$ cat config.mk
export PLATFORM = sky130hd
export DESIGN_NAME = lpd_mrr_core
export DESIGN_NICKNAME = d
export VERILOG_FILES = /design/src/hw/lpd_mrr_core.v
export VERILOG_INCLUDE_DIRS = /design/src /design/src/common
export SDC_FILE = /design/constraint.sdc
export NUM_CORES = 1
export LEC_CHECK = 0
export ABC_AREA = 1
export BUFFER_PORTS_ARGS = -buffer_cell sky130_fd_sc_hd__buf_2
export CAP_MARGIN = 20
export CORE_MARGIN = 2
export CORE_UTILIZATION = 63
export CTS_BUF_LIST = sky130_fd_sc_hd__clkbuf_8
export DETAILED_ROUTE_END_ITERATION = 8
export PLACE_DENSITY_LB_ADDON = 0.25
export SKIP_CTS_REPAIR_TIMING = 1
export SYNTH_ARGS = -nofsm -noshare
export SYNTH_HDL_FRONTEND = slang
export SYNTH_SLANG_ARGS = --single-unit
$ cat constraint.sdc
create_clock -name clk -period 1.9 [get_ports clk]
set_input_delay 0.19 -clock clk [delete_from_list [all_inputs] [get_ports clk]]
set_output_delay 0.19 -clock clk [all_outputs]
set_load 0.02 [all_outputs]
$ cat src/common/lpd_consts.vh
`ifndef LPD_CONSTS_VH
`define LPD_CONSTS_VH

// ------------------------------------------------------------------
// clock and timing
// ------------------------------------------------------------------
`define LPD_CLK_KHZ      25000
`define LPD_TSI_MS       16
`define LPD_TSI_CYC      (`LPD_TSI_MS * `LPD_CLK_KHZ)
`define LPD_TREFI_NS     7800
`define LPD_REFI_CYC     ((`LPD_TREFI_NS * `LPD_CLK_KHZ) / 1000000)
`define LPD_RL_DEF       3
`define LPD_BURST_LAST   2'h3
`define LPD_DENSITY_DEF  1024
`define LPD_SEG_MIN_MB   1024

// ------------------------------------------------------------------
// mode register addresses
// ------------------------------------------------------------------
`define LPD_MA_TEMP      8'h04
`define LPD_MA_BANK_MASK 8'h10
`define LPD_MA_SEG_MASK  8'h11
`define LPD_MA_CAL_A     8'h20
`define LPD_MA_CAL_B     8'h28
`define LPD_MA_RESET     8'h3F

// ------------------------------------------------------------------
// command codes on ca[3:0] (self refresh on ca[2:0]), cs_n low
// ------------------------------------------------------------------
`define LPD_CMD_MRR      4'h8
`define LPD_CMD_MRW      4'h0
`define LPD_CMD_SREF     3'h4

// ------------------------------------------------------------------
// reset values
// ------------------------------------------------------------------
`define LPD_BANK_MASK_RST 8'h00
`define LPD_SEG_MASK_RST  8'h00
`define LPD_TEMP_RST      3'h3
`define LPD_PIN_RST       16'h0C00

`endif

$ cat src/hw/lpd_mrr_core.v
`timescale 1ns/1ps
`default_nettype none
`include "lpd_consts.vh"

module lpd_mrr_core #(
   parameter        DQ_W       = 16,
   parameter [3:0]  RL         = `LPD_RL_DEF,
   parameter        DENSITY_MB = `LPD_DENSITY_DEF,
   parameter [19:0] TSI_CYC    = `LPD_TSI_CYC,
   parameter [19:0] REFI_CYC   = `LPD_REFI_CYC
) (
   // system
   input  wire              clk,
   input  wire              srst,
   input  wire              ce,
   // command and address link
   input  wire              ck,
   input  wire              cke,
   input  wire              cs_n,
   input  wire [9:0]        ca,
   // data lanes and strobes
   output wire [DQ_W-1:0]   dq_o,
   output wire              dq_oe_n,
   output wire [DQ_W/8-1:0] dqs_o,
   output wire              dqs_oe_n,
   // temperature sensor
   input  wire [2:0]        temp_code,
   // internal refresh and power state
   output wire              ref_pulse,
   output wire [2:0]        ref_bank,
   output wire [2:0]        ref_seg,
   output wire              self_ref,
   output wire              pwr_down
);

   // ---------------------------------------------------------------
   // constants
   // ---------------------------------------------------------------
   localparam       NL       = DQ_W / 8;
   localparam [0:0] SEG_EN   = (DENSITY_MB >= `LPD_SEG_MIN_MB);
   localparam [2:0] BANK_LAST = SEG_EN ? 3'h7 : 3'h3;
   localparam [3:0] RL_LAST  = RL - 4'h1;

   localparam [2:0] ST_IDLE  = 3'h0;
   localparam [2:0] ST_MRR_F = 3'h1;
   localparam [2:0] ST_MRW_F = 3'h2;
   localparam [2:0] ST_WAIT  = 3'h3;
   localparam [2:0] ST_BURST = 3'h4;

   // ---------------------------------------------------------------
   // decode helpers
   // ---------------------------------------------------------------
   // command match on cs_n and the low ca bits
   function cmd_is;
      input       csn;
      input [3:0] ca_lo;
      input [3:0] code;
      begin
         cmd_is = ~csn & (ca_lo == code);
      end
   endfunction

   // one data word for a beat of a mode register read
   function [DQ_W-1:0] beat_word;
      input [7:0] ma;
      input [1:0] beat;
      input [7:0] rd;
      begin
         if (ma == `LPD_MA_CAL_A) begin
            beat_word = {DQ_W{~beat[0]}};
         end else if (ma == `LPD_MA_CAL_B) begin
            beat_word = {DQ_W{beat[1]}};
         end else if (beat == 2'h0) begin
            beat_word = {{(DQ_W-8){1'b0}}, rd};
         end else begin
            beat_word = {DQ_W{1'b0}};
         end
      end
   endfunction

   // ---------------------------------------------------------------
   // pin synchronisers
   // ---------------------------------------------------------------
   wire [15:0] pin_raw;
   reg  [15:0] pin_s1_reg;
   reg  [15:0] pin_s2_reg;
   reg         ck_d_reg;

   assign pin_raw = {temp_code, ck, cke, cs_n, ca};

   // two flops on every link pin, then one more on ck for edges
   always @(posedge clk) begin
      if (srst) begin
         pin_s1_reg <= `LPD_PIN_RST; // idle levels: cs_n and cke high
         pin_s2_reg <= `LPD_PIN_RST;
         ck_d_reg   <= 1'b0;
      end else if (ce) begin
         pin_s1_reg <= pin_raw;
         pin_s2_reg <= pin_s1_reg;
         ck_d_reg   <= pin_s2_reg[12];
      end
   end

   wire [9:0] ca_s     = pin_s2_reg[9:0];
   wire       cs_n_s   = pin_s2_reg[10];
   wire       cke_s    = pin_s2_reg[11];
   wire       ck_s     = pin_s2_reg[12];
   wire [2:0] temp_s   = pin_s2_reg[15:13];
   wire       ck_rise  = ck_s & ~ck_d_reg;
   wire       ck_fall  = ~ck_s & ck_d_reg;

   // ---------------------------------------------------------------
   // command decode
   // ---------------------------------------------------------------
   wire is_mrr  = cmd_is(cs_n_s, ca_s[3:0], `LPD_CMD_MRR);
   wire is_mrw  = cmd_is(cs_n_s, ca_s[3:0], `LPD_CMD_MRW);
   wire is_sref = ~cs_n_s & (ca_s[2:0] == `LPD_CMD_SREF);

   // ---------------------------------------------------------------
   // state registers
   // ---------------------------------------------------------------
   reg [2:0]      st_reg;
   reg [5:0]      ma_hi_reg;
   reg [7:0]      ma_reg;
   reg [3:0]      lat_reg;
   reg [1:0]      beat_reg;
   reg [DQ_W-1:0] dq_reg;
   reg [NL-1:0]   dqs_reg;
   reg            drive_reg;
   reg            sr_reg;
   reg            pd_reg;
   reg            wake_reg;
   reg [7:0]      refresh_bank_mask_reg;
   reg [7:0]      refresh_segment_mask_reg;
   reg [2:0]      device_temperature_reg;
   reg [7:0]      rd_byte;

   // readable contents; the mask registers are write only
   always @* begin
      if (ma_reg == `LPD_MA_TEMP) begin
         rd_byte = {5'h00, device_temperature_reg};
      end else begin
         rd_byte = 8'h00;
      end
   end

   // ---------------------------------------------------------------
   // command, mode register and read burst sequencer
   // ---------------------------------------------------------------
   always @(posedge clk) begin
      if (srst) begin
         st_reg                   <= ST_IDLE;
         ma_hi_reg                <= 6'h00;
         ma_reg                   <= 8'h00;
         lat_reg                  <= 4'h0;
         beat_reg                 <= 2'h0;
         dq_reg                   <= {DQ_W{1'b0}};
         dqs_reg                  <= {NL{1'b0}};
         drive_reg                <= 1'b0;
         sr_reg                   <= 1'b0;
         pd_reg                   <= 1'b0;
         wake_reg                 <= 1'b0;
         refresh_bank_mask_reg    <= `LPD_BANK_MASK_RST;
         refresh_segment_mask_reg <= `LPD_SEG_MASK_RST;
      end else if (ce) begin
         wake_reg <= 1'b0;
         case (st_reg)
            ST_IDLE: begin
               if (ck_rise & (sr_reg | pd_reg)) begin
                  // low power exit on cke high
                  if (cke_s) begin
                     sr_reg   <= 1'b0;
                     pd_reg   <= 1'b0;
                     wake_reg <= 1'b1;
                  end
               end else if (ck_rise & ~cke_s) begin
                  if (is_sref) begin
                     sr_reg <= 1'b1;
                  end else if (cs_n_s) begin
                     pd_reg <= 1'b1;
                  end
               end else if (ck_rise & is_mrr) begin
                  ma_hi_reg <= ca_s[9:4];
                  st_reg    <= ST_MRR_F;
               end else if (ck_rise & is_mrw) begin
                  ma_hi_reg <= ca_s[9:4];
                  st_reg    <= ST_MRW_F;
               end
            end
            ST_MRR_F: begin
               if (ck_fall) begin
                  ma_reg  <= {ma_hi_reg, ca_s[1:0]};
                  lat_reg <= 4'h0;
                  st_reg  <= ST_WAIT;
               end
            end
            ST_MRW_F: begin
               if (ck_fall) begin
                  st_reg <= ST_IDLE;
                  case ({ma_hi_reg, ca_s[1:0]})
                     `LPD_MA_BANK_MASK: begin
                        refresh_bank_mask_reg <= ca_s[9:2];
                     end
                     `LPD_MA_SEG_MASK: begin
                        if (SEG_EN) begin
                           refresh_segment_mask_reg <= ca_s[9:2];
                        end
                     end
                     `LPD_MA_RESET: begin
                        refresh_bank_mask_reg    <= `LPD_BANK_MASK_RST;
                        refresh_segment_mask_reg <= `LPD_SEG_MASK_RST;
                     end
                     default: begin
                        st_reg <= ST_IDLE;
                     end
                  endcase
               end
            end
            ST_WAIT: begin
               // commands are ignored until the burst is out
               if (ck_rise) begin
                  lat_reg <= lat_reg + 4'h1;
                  if (lat_reg == RL_LAST) begin
                     beat_reg  <= 2'h0;
                     dq_reg    <= beat_word(ma_reg, 2'h0, rd_byte);
                     dqs_reg   <= {NL{1'b1}};
                     drive_reg <= 1'b1;
                     st_reg    <= ST_BURST;
                  end
               end
            end
            ST_BURST: begin
               // one beat per ck edge, four beats, not interruptible
               if (ck_rise | ck_fall) begin
                  if (beat_reg == `LPD_BURST_LAST) begin
                     drive_reg <= 1'b0;
                     dqs_reg   <= {NL{1'b0}};
                     dq_reg    <= {DQ_W{1'b0}};
                     st_reg    <= ST_IDLE;
                  end else begin
                     beat_reg <= beat_reg + 2'h1;
                     dq_reg   <= beat_word(ma_reg, beat_reg + 2'h1, rd_byte);
                     dqs_reg  <= {NL{beat_reg[0]}};
                  end
               end
            end
            default: begin
               st_reg <= ST_IDLE;
            end
         endcase
      end
   end

   // ---------------------------------------------------------------
   // temperature sensor sampling
   // ---------------------------------------------------------------
   reg [19:0] tsi_cnt_reg;

   // update on the interval timer and on every low power exit
   always @(posedge clk) begin
      if (srst) begin
         tsi_cnt_reg            <= 20'h00000;
         device_temperature_reg <= `LPD_TEMP_RST;
      end else if (ce) begin
         if (wake_reg | (tsi_cnt_reg == TSI_CYC - 20'h00001)) begin
            tsi_cnt_reg            <= 20'h00000;
            device_temperature_reg <= temp_s;
         end else begin
            tsi_cnt_reg <= tsi_cnt_reg + 20'h00001;
         end
      end
   end

   // ---------------------------------------------------------------
   // self refresh walker with bank and segment masking
   // ---------------------------------------------------------------
   reg [19:0] refi_cnt_reg;
   reg [2:0]  bank_reg;
   reg [2:0]  seg_reg;
   reg        ref_pulse_reg;
   reg [2:0]  ref_bank_reg;
   reg [2:0]  ref_seg_reg;

   wire bank_ok = ~refresh_bank_mask_reg[bank_reg];
   wire seg_ok  = ~SEG_EN | ~refresh_segment_mask_reg[seg_reg];
   wire ref_ok  = bank_ok & seg_ok;

   // walk every bank for each segment, one slot per refresh interval
   always @(posedge clk) begin
      if (srst) begin
         refi_cnt_reg  <= 20'h00000;
         bank_reg      <= 3'h0;
         seg_reg       <= 3'h0;
         ref_pulse_reg <= 1'b0;
         ref_bank_reg  <= 3'h0;
         ref_seg_reg   <= 3'h0;
      end else if (ce) begin
         ref_pulse_reg <= 1'b0;
         if (!sr_reg) begin
            refi_cnt_reg <= 20'h00000;
         end else if (refi_cnt_reg == REFI_CYC - 20'h00001) begin
            refi_cnt_reg  <= 20'h00000;
            ref_pulse_reg <= ref_ok;
            ref_bank_reg  <= bank_reg;
            ref_seg_reg   <= seg_reg;
            if (bank_reg == BANK_LAST) begin
               bank_reg <= 3'h0;
               seg_reg  <= seg_reg + 3'h1;
            end else begin
               bank_reg <= bank_reg + 3'h1;
            end
         end else begin
            refi_cnt_reg <= refi_cnt_reg + 20'h00001;
         end
      end
   end

   // ---------------------------------------------------------------
   // outputs
   // ---------------------------------------------------------------
   assign dq_o      = dq_reg;
   assign dq_oe_n   = ~drive_reg;
   assign dqs_o     = dqs_reg;
   assign dqs_oe_n  = ~drive_reg;
   assign ref_pulse = ref_pulse_reg;
   assign ref_bank  = ref_bank_reg;
   assign ref_seg   = ref_seg_reg;
   assign self_ref  = sr_reg;
   assign pwr_down  = pd_reg;

endmodule // lpd_mrr_core

`default_nettype wire

Yosys cells after proc, flatten, opt, wreduce, memory -nomap -nowiden
Cells that the tools add are included.

storage, ports and cells
  register bits = 150
  input bits = 19
  output and inout bits = 29
  logic and storage cells = 174

operators by class
  add/subtract/negate cells = 6
  $lt $le $gt $ge = 2
  equality and inequality tests = 29
  mux-type cells = 65
  bitwise operators = 23
  reductions and logical operators = 25

operators by type and width
  kind                     number
  $mux W16                 7
  $mux W20                 3
  $add A20 B1 Y20 const B  2
  $mux W3                  12
  $pmux W16 S2             1
  $pmux W8 S2              2
  $eq A8 B6 Y1 const B     3
  $eq A20 B19 Y1 const B   1
  $eq A20 B8 Y1 const B    1
  $ne A2 B2 Y1 const B     10
  $mux W1                  19
  $reduce_and A6 Y1        3
  $eq A8 B5 Y1 const B     2
  $mux W2                  8
  $mux W8                  2
  $reduce_and A4 Y1        4
  $reduce_bool A2 Y1       8
  $pmux W3 S5              1
  $reduce_and A5 Y1        3
  $mux W6                  2
  $and A1 B1 Y1            10
  $not A1 Y1               10
  $reduce_and A10 Y1       1
  $eq A3 B3 Y1 const B     3
  other kinds (23)         32

Longest topological paths before layout
Gate-level depths: netlist of run 1.

  word-level depth = 8
  gate-level depth with buffers = 11
  gate-level depth less buffers = 11

Worst setup path after synthesis of run 1
No wires, ideal clock.

  path type = register to register
  from = register tsi_cnt_reg[0]
  to = register tsi_cnt_reg[13]
  library setup time = 114 ps
  arrival = 1349 ps
  data required time = 1786 ps
  path slack = 437 ps
  stages on the path, launching flop included = 10
  path buffers = 1
  period minus slack after synthesis = 1463 ps
  path through = dfxtp_1 > ha_1 > nand2_1 > nor3b_2 > nand3_1 > nand2_1 > nand2_1 > nand2_1 > buf_4 > nor2_1

between the ends
  longest elaborated chain between the ends = 3
  elaborated cells between the ends (all ways) = 4
  classes of those cells = 1 x add/sub; 1 x eq/ne; 1 x mux; 1 x bitwise

ends and longest elaborated chain
  element                                                  line                source
  start, declared                                          lpd_mrr_core.v:257  reg [19:0] tsi_cnt_reg;
  start signal, assigned                                   lpd_mrr_core.v:269  tsi_cnt_reg <= tsi_cnt_reg + 20'h00001;
  branches (longest 2 deep; another with $add A20 B1 Y20)  -
  $mux W20 (*)                                             lpd_mrr_core.v:265  if (wake_reg | (tsi_cnt_reg == TSI_CYC - 20'h00001)) begin

Every way passes the cells marked *.
A chain may end at the register's enable or synchronous reset.

Worst setup path after layout of run 1
  from = register refi_cnt_reg[1]
  to = register seg_reg[1]

between the ends
  longest elaborated chain between the ends = 2

ends and longest elaborated chain
  element                             line                source
  start, declared                     lpd_mrr_core.v:277  reg [19:0] refi_cnt_reg;
  start signal, assigned              lpd_mrr_core.v:313  refi_cnt_reg <= refi_cnt_reg + 20'h00001;
  $eq A20 B8 Y1                       lpd_mrr_core.v:301  end else if (refi_cnt_reg == REFI_CYC - 20'h00001) begin
  $reduce_and A4 Y1 (no source line)  -
  end signal, assigned                lpd_mrr_core.v:308  seg_reg <= seg_reg + 3'h1;
  end, declared                       lpd_mrr_core.v:279  reg [2:0] seg_reg;

Every way passes these cells.

==> impl_metrics.yaml, run 1 <==
sta:
  period_minus_slack_ns: 1.70
  finClkSkew_ns: 0.0102
  final.period_utilization: 0.892
  finalSetupTns_ns: 0
  rsz0062_at_grt: "false"
  max_freq_ghz: 0.590
  setup_viol: 0
  drv_slew: 0
  relSlewSlack: 0.688
  hold_violations: 2
  finalHoldWorstSlack_ns: -0.0378
  worst_pin_slew_ns: 0.467
global_route:
  grt_pass1_wl_mm: 23.5
  grt_pass1_vias: 5345
  antenna_found_initial: 0
  grt_overflow_total: 0
  grt.total_usage: 0.254
  grt_max_degree: 54
place:
  portBuffers: 47
  gp_congestion: 0.875
  hpwl_mm: 9.77
floorplanning:
  core_area_mm2: 0.0103
  design.portCount: 48
  die_w_um: 107
  dieArea_mm2: 0.0115
  start_util: 0.648
  fp-row-count: 37
  die_h_um: 107
route:
  first_iter_violations: 316
  routedWlPerCell_um: 12.0
  routed_via_density: 5.14
  routed_wl_mm: 14.1
  drc: 0
  first_pass_iters: 5
  ant_nets: 0
  via_count: 6030
clock_tree:
  path_clk_slew_ns: 0.08
  cts_buffers: 17
  clk_latency_ns: 0.45
  cts_tree: "yes"
  ctsHtreeMaxLevel: 4
  clockRootBuffer: "clkbuf_8"
  clock_sinks: 137
  cts_max_path_buffers: 2
synth:
  synth-seq-cells: 137
  synthCells: 980
  synth-edff-count: 0
  ys_warn_count: 0
  synth-seq-area-share: 0.410
  synth_top_family_by_area: "simple AND/OR/NAND/NOR gates"
  synthMuxAreaShare: 0.00150
  syn_nets: 1012
  ys_types: 38
  yosys.area_share.xor_xnor: 0.0196
  synth_compound_area_frac: 0.126
  dominantRegCellSynth: "dfxtp_1"
  synthSimpleGateAreaFrac: 0.318
  synth_area_mm2: 0.00669
  synthAdderAreaFrac: 0.0243
  syn_avg_cell_area_um2: 6.83
  async_reset_ff_frac: 0
min_path:
  min_path_type: "input pin to flop"
  hold_start: "ck"
critical_path:
  start_kind: "flop"
  crit_path_end_kind: "flop"
  crit_start: "refi_cnt_reg[1]"
  worstPathRequired_ns: 2.25
  worstPathArrival_ns: 2.04
  critPathKind: "flop to flop"
  r2r_start: "refi_cnt_reg[1]"
  critPathMaxFanout: 9
run_status:
  violations: "hold timing"
  outcome: "complete, but fails checks"
power_and_ir_drop:
  p_per_area_mw_per_mm2: 803
  vdd_drop_max_v: 0.000638
  leakage_nw: 3.28
cells_and_area:
  final_nets: 1057
  layout-drive-gt1-share: 0.128
  area_growth_pct: 11.6
  diodes: 0
  postLayoutCoreUtil: 0.723
job:
  maxCapViolCount: 0
-- power by group --
part	internal, mW	switching [mW]	leakage [nW]	total [mW]
Sequential	2.96	0.0667	1.11	3.03
Clock	1.07	1.18	0.183	2.25
Combinational	0.240	0.477	1.99	0.717
Total	4.28	1.72	3.28	6.00
-- worst paths after layout --
check                         to  slack [ns]  cells after the start
setup / recovery      seg_reg[1]        0.20                      8
hold / removal    pin_s1_reg[12]       -0.04                      3
setup reg to reg      seg_reg[1]        0.20                      8
hold reg to reg   pin_s1_reg[11]        0.46                      2
-- cell usage in the layout (no fill, tap or decap), types with 13 or more instances in the layout --
cell type	instances
ha_1	13
o21ai_0	71
nor2_1	172
xor2_1	13
clkbuf_8	18
nand2_1	213
a21oi_1	79
buf_2	47
nand3_1	51
dfxtp_1	137
inv_1	99
dlygate4sd3_1	13
-- logic make-up after synthesis --
| family | Yosys count |
|---|---|
| simple gates | 493 |
| compound gates | 166 |
| buf+inv | 155 |
| flops | 137 |
| xor+xnor | 15 |
| fa+ha+maj | 13 |
| mux | 1 |
-- per-layer routing --
metal / share of wire / GRT usage / up-vias / routed length [µm]
li1: - / - / 3183 / -
met1: 0.47 / 0.320 / 2699 / 6590
met2: 0.47 / 0.423 / 121 / 6580
met3: 0.043 / 0.0571 / 27 / 604
met4: 0.020 / 0.0955 / 0 / 282
met5: 0 / 0 / - / 0
-- critical path, cell delays in order (launching register included) --
cell and delay [ns]:
dfxtp_1 0.41, ha_1 0.18, nand2_1 0.05, nor2_1 0.24, nand4_2 0.29, nor2_2 0.25
nand2_1 0.07, nand2_1 0.06, nor2_1 0.04
-- cell usage after synthesis, drive strengths merged (2+ instances only) --
library cell | number | area [µm²]
buf | 28 | 198
nor2 | 186 | 763
nand3 | 57 | 330
o21ai | 83 | 419
xnor2 | 2 | 17.5
dfxtp | 137 | 2740
ha | 13 | 163
or2 | 5 | 31.3
inv | 107 | 402
nor3b | 2 | 20.0
nand4 | 10 | 68.8
xor2 | 13 | 114
clkbuf | 19 | 71.3
nor3 | 13 | 70.1
nand2 | 218 | 831
a21oi | 79 | 395
-- metrics by stage --
stage | power (mW) | std cells | cell area (µm²) | setup slack [ns]
global route | 6.29 | 1174 | 7470 | 0.00725
global placement | 3.77 | 1129 | 6960 | 0.287
floorplan | 3.62 | 980 | 6690 | 0.437
CTS | 6.02 | 1161 | 7340 | 0.203
finish | 6.00 | 1174 | 7470 | 0.205
detailed placement | 3.79 | 1129 | 6960 | 0.226
-- cell type report --
type | instances | area [µm²]
sequential | 137 | 2740
clock inverter | 14 | 126
inverter | 108 | 405
multi-input combinational | 688 | 3270
fill | 890 | 2860
clock buffer | 18 | 248
timing repair buffer | 73 | 500
tap | 136 | 170
No activity file was read; power rests on OpenSTA's default activity.
==> run 2: changes to the inputs <==
==> constraint.sdc (replaced) <==
create_clock -name clk -period 1.9 [get_ports clk]
set_input_delay 0.38 -clock clk [delete_from_list [all_inputs] [get_ports clk]]
set_output_delay 0.38 -clock clk [all_outputs]
set_load 0.02 [all_outputs]
==> run 2 against run 1 <==
  * The run now ends clean
  * Routed wire length increased by 0.62%
  * Worst setup slack lost 0.043 ns
  * Sequential share of layout area down 0.088 points
  * Largest cell class unchanged
  * Clock power increased by 27%
  * Core utilization grew 0.21 points
  * Sequential power hardly changed
==> impl_metrics.yaml, run 2 (synthesis results as in run 1) <==
run_status:
  outcome: "finished, final reports clean"
cells_and_area:
  layout-drive-gt1-share: 0.136
  final_nets: 1049
  multi_input_area_mm2: 0.00328
  final_cells: 1166
  area_growth_pct: 11.9
  layout_common_cells: "nand2_1 (212), nor2_1 (172), dfxtp_1 (136), inv_1 (99), a21oi_1 (79)"
  final-seq-area_mm2: 0.00274
  layout_commonest_cell: "nand2_1"
  postLayoutCoreUtil: 0.725
  fill_cells: 874
  diodes: 0
critical_path:
  slowest_delay_ns: 0.34
  crit_path_end_kind: "flop"
  worstPathRequired_ns: 2.26
  cp_slowest_cell: "dfxtp_1"
  critPathBufInv: 2
  crit_family: "simple AND/OR/NAND/NOR gates"
  critPathMaxFanout: 10
  start_kind: "flop"
  crit_path_cell_trace: "inv_1 -> ha_1 -> nand2_1 -> nor2_1 -> nand4_2 -> buf_4 -> nand2_1 -> nand2_1 -> nor3_1"
  worstPathArrival_ns: 2.10
  critPathKind: "flop to flop"
  crit_path_frequent_cell: "nand2_1"
clock_tree:
  cts_max_path_buffers: 2
  path_clk_slew_ns: 0.08
  cts_tree: "yes"
  clk_latency_ns: 0.45
  clock_sinks: 137
  cts_buffers: 17
  clockRootBuffer: "clkbuf_8"
  ctsHtreeMaxLevel: 4
power_and_ir_drop:
  internal_power_mw: 4.89
  leakage_nw: 3.31
  switchingPower_mw: 1.70
  p_per_area_mw_per_mm2: 881
  vdd_drop_max_v: 0.000775
  p_seq_frac: 0.460
  p_comb_frac: 0.106
  p_sw_frac: 0.258
  pwr-share-clk: 0.434
  p_total_mw: 6.59
sta:
  worst_pin_slew_ns: 0.378
  finClkSkew_ns: 0.00989
  relSlewSlack: 0.747
  hold_violations: 0
  finalSetupTns_ns: 0
  final.period_utilization: 0.915
  max_freq_ghz: 0.575
  setup_viol: 0
  rsz0062_at_grt: "false"
  drv_slew: 0
  period_minus_slack_ns: 1.74
route:
  routed_wl_mm: 14.1
  ant_nets: 0
  first_pass_iters: 5
  routed_via_density: 5.20
  via_count: 6058
  routedWlPerCell_um: 12.1
  first_iter_violations: 320
  drc: 0
place:
  hpwl_mm: 9.91
  place_inst: 1134
  portBuffers: 47
  gp_congestion: 0.911
floorplanning:
  start_util: 0.648
  die_h_um: 107
  die_w_um: 107
  dieArea_mm2: 0.0115
  core_area_mm2: 0.0103
  design.portCount: 48
  fp-row-count: 37
global_route:
  grt_pass1_vias: 5508
  antenna_found_initial: 0
  grt_max_degree: 50
  grt_pass1_wl_mm: 24.3
  grt_overflow_total: 0
  grt.total_usage: 0.263
min_path:
  min_path_type: "input pin to flop"
job:
  maxCapViolCount: 0
==> run 2: cell types whose count changed in the layout (fill, tap and decap cells not counted), sizes merged <==
cell,before,now
dlygate4sd3,13,0
clkinvlp,4,3
bufinv,1,6
clkbuf,18,17
inv,110,109
buf,60,65
clkinv,7,5
==> run 2: power groups by stage <==
stage | sequential, mW | clock (mW) | combinational (mW)
floorplan | 3.09 | 0 | 0.530
global placement | 3.09 | 0 | 0.678
detailed placement | 3.10 | 0 | 0.686
CTS | 3.03 | 2.90 | 0.692
global route | 3.05 | 3.04 | 0.799
finish | 3.03 | 2.86 | 0.697
==> run 2: path summary, 6_finish.rpt <==
kind         depth (start not counted)  slack [ns]                       end                      from
min                                  3        0.14            pin_s1_reg[10]                      cs_n
max reg2reg                          9        0.16               bank_reg[0]           refi_cnt_reg[0]
min reg2reg                          2        0.46  refresh_bank_mask_reg[4]  refresh_bank_mask_reg[4]
max                                  9        0.16               bank_reg[0]           refi_cnt_reg[0]
==> run 2: worst register-to-register path, delay by kind of cell (launching register included) <==
family,cells,cell delay [ns]
flip-flops,1,0.34
buffers and inverters,2,0.34
adder cells (fa/ha/maj),1,0.15
AND/OR/NAND/NOR,6,0.83
==> run 2: metrics by stage <==
| step | hold WS (ns) | cell area [µm²] | worst slack, ns |
|---|---|---|---|
| floorplan | 0.427 | 6690 | 0.437 |
| CTS | 0.123 | 7480 | 0.155 |
| global route | 0.130 | 7490 | 0.0235 |
| detailed placement | 0.443 | 7000 | 0.171 |
| global placement | 0.439 | 7000 | 0.224 |
| finish | 0.144 | 7490 | 0.161 |
==> run 2: routing by layer <==
layer	share of wire	global-route usage
met5	0	0
met4	0.023	0.118
met1	0.47	0.326
met3	0.041	0.0578
met2	0.46	0.438
==> run 2: layout make-up <==
class	instances	share of cell area
flip-flops and latches	137	0.366
clock buffers	17	0.0312
repair buffers	65	0.0545
inverters	108	0.0541
multi-input cells	688	0.438
clock inverters	15	0.0334
well taps	136	0.0227
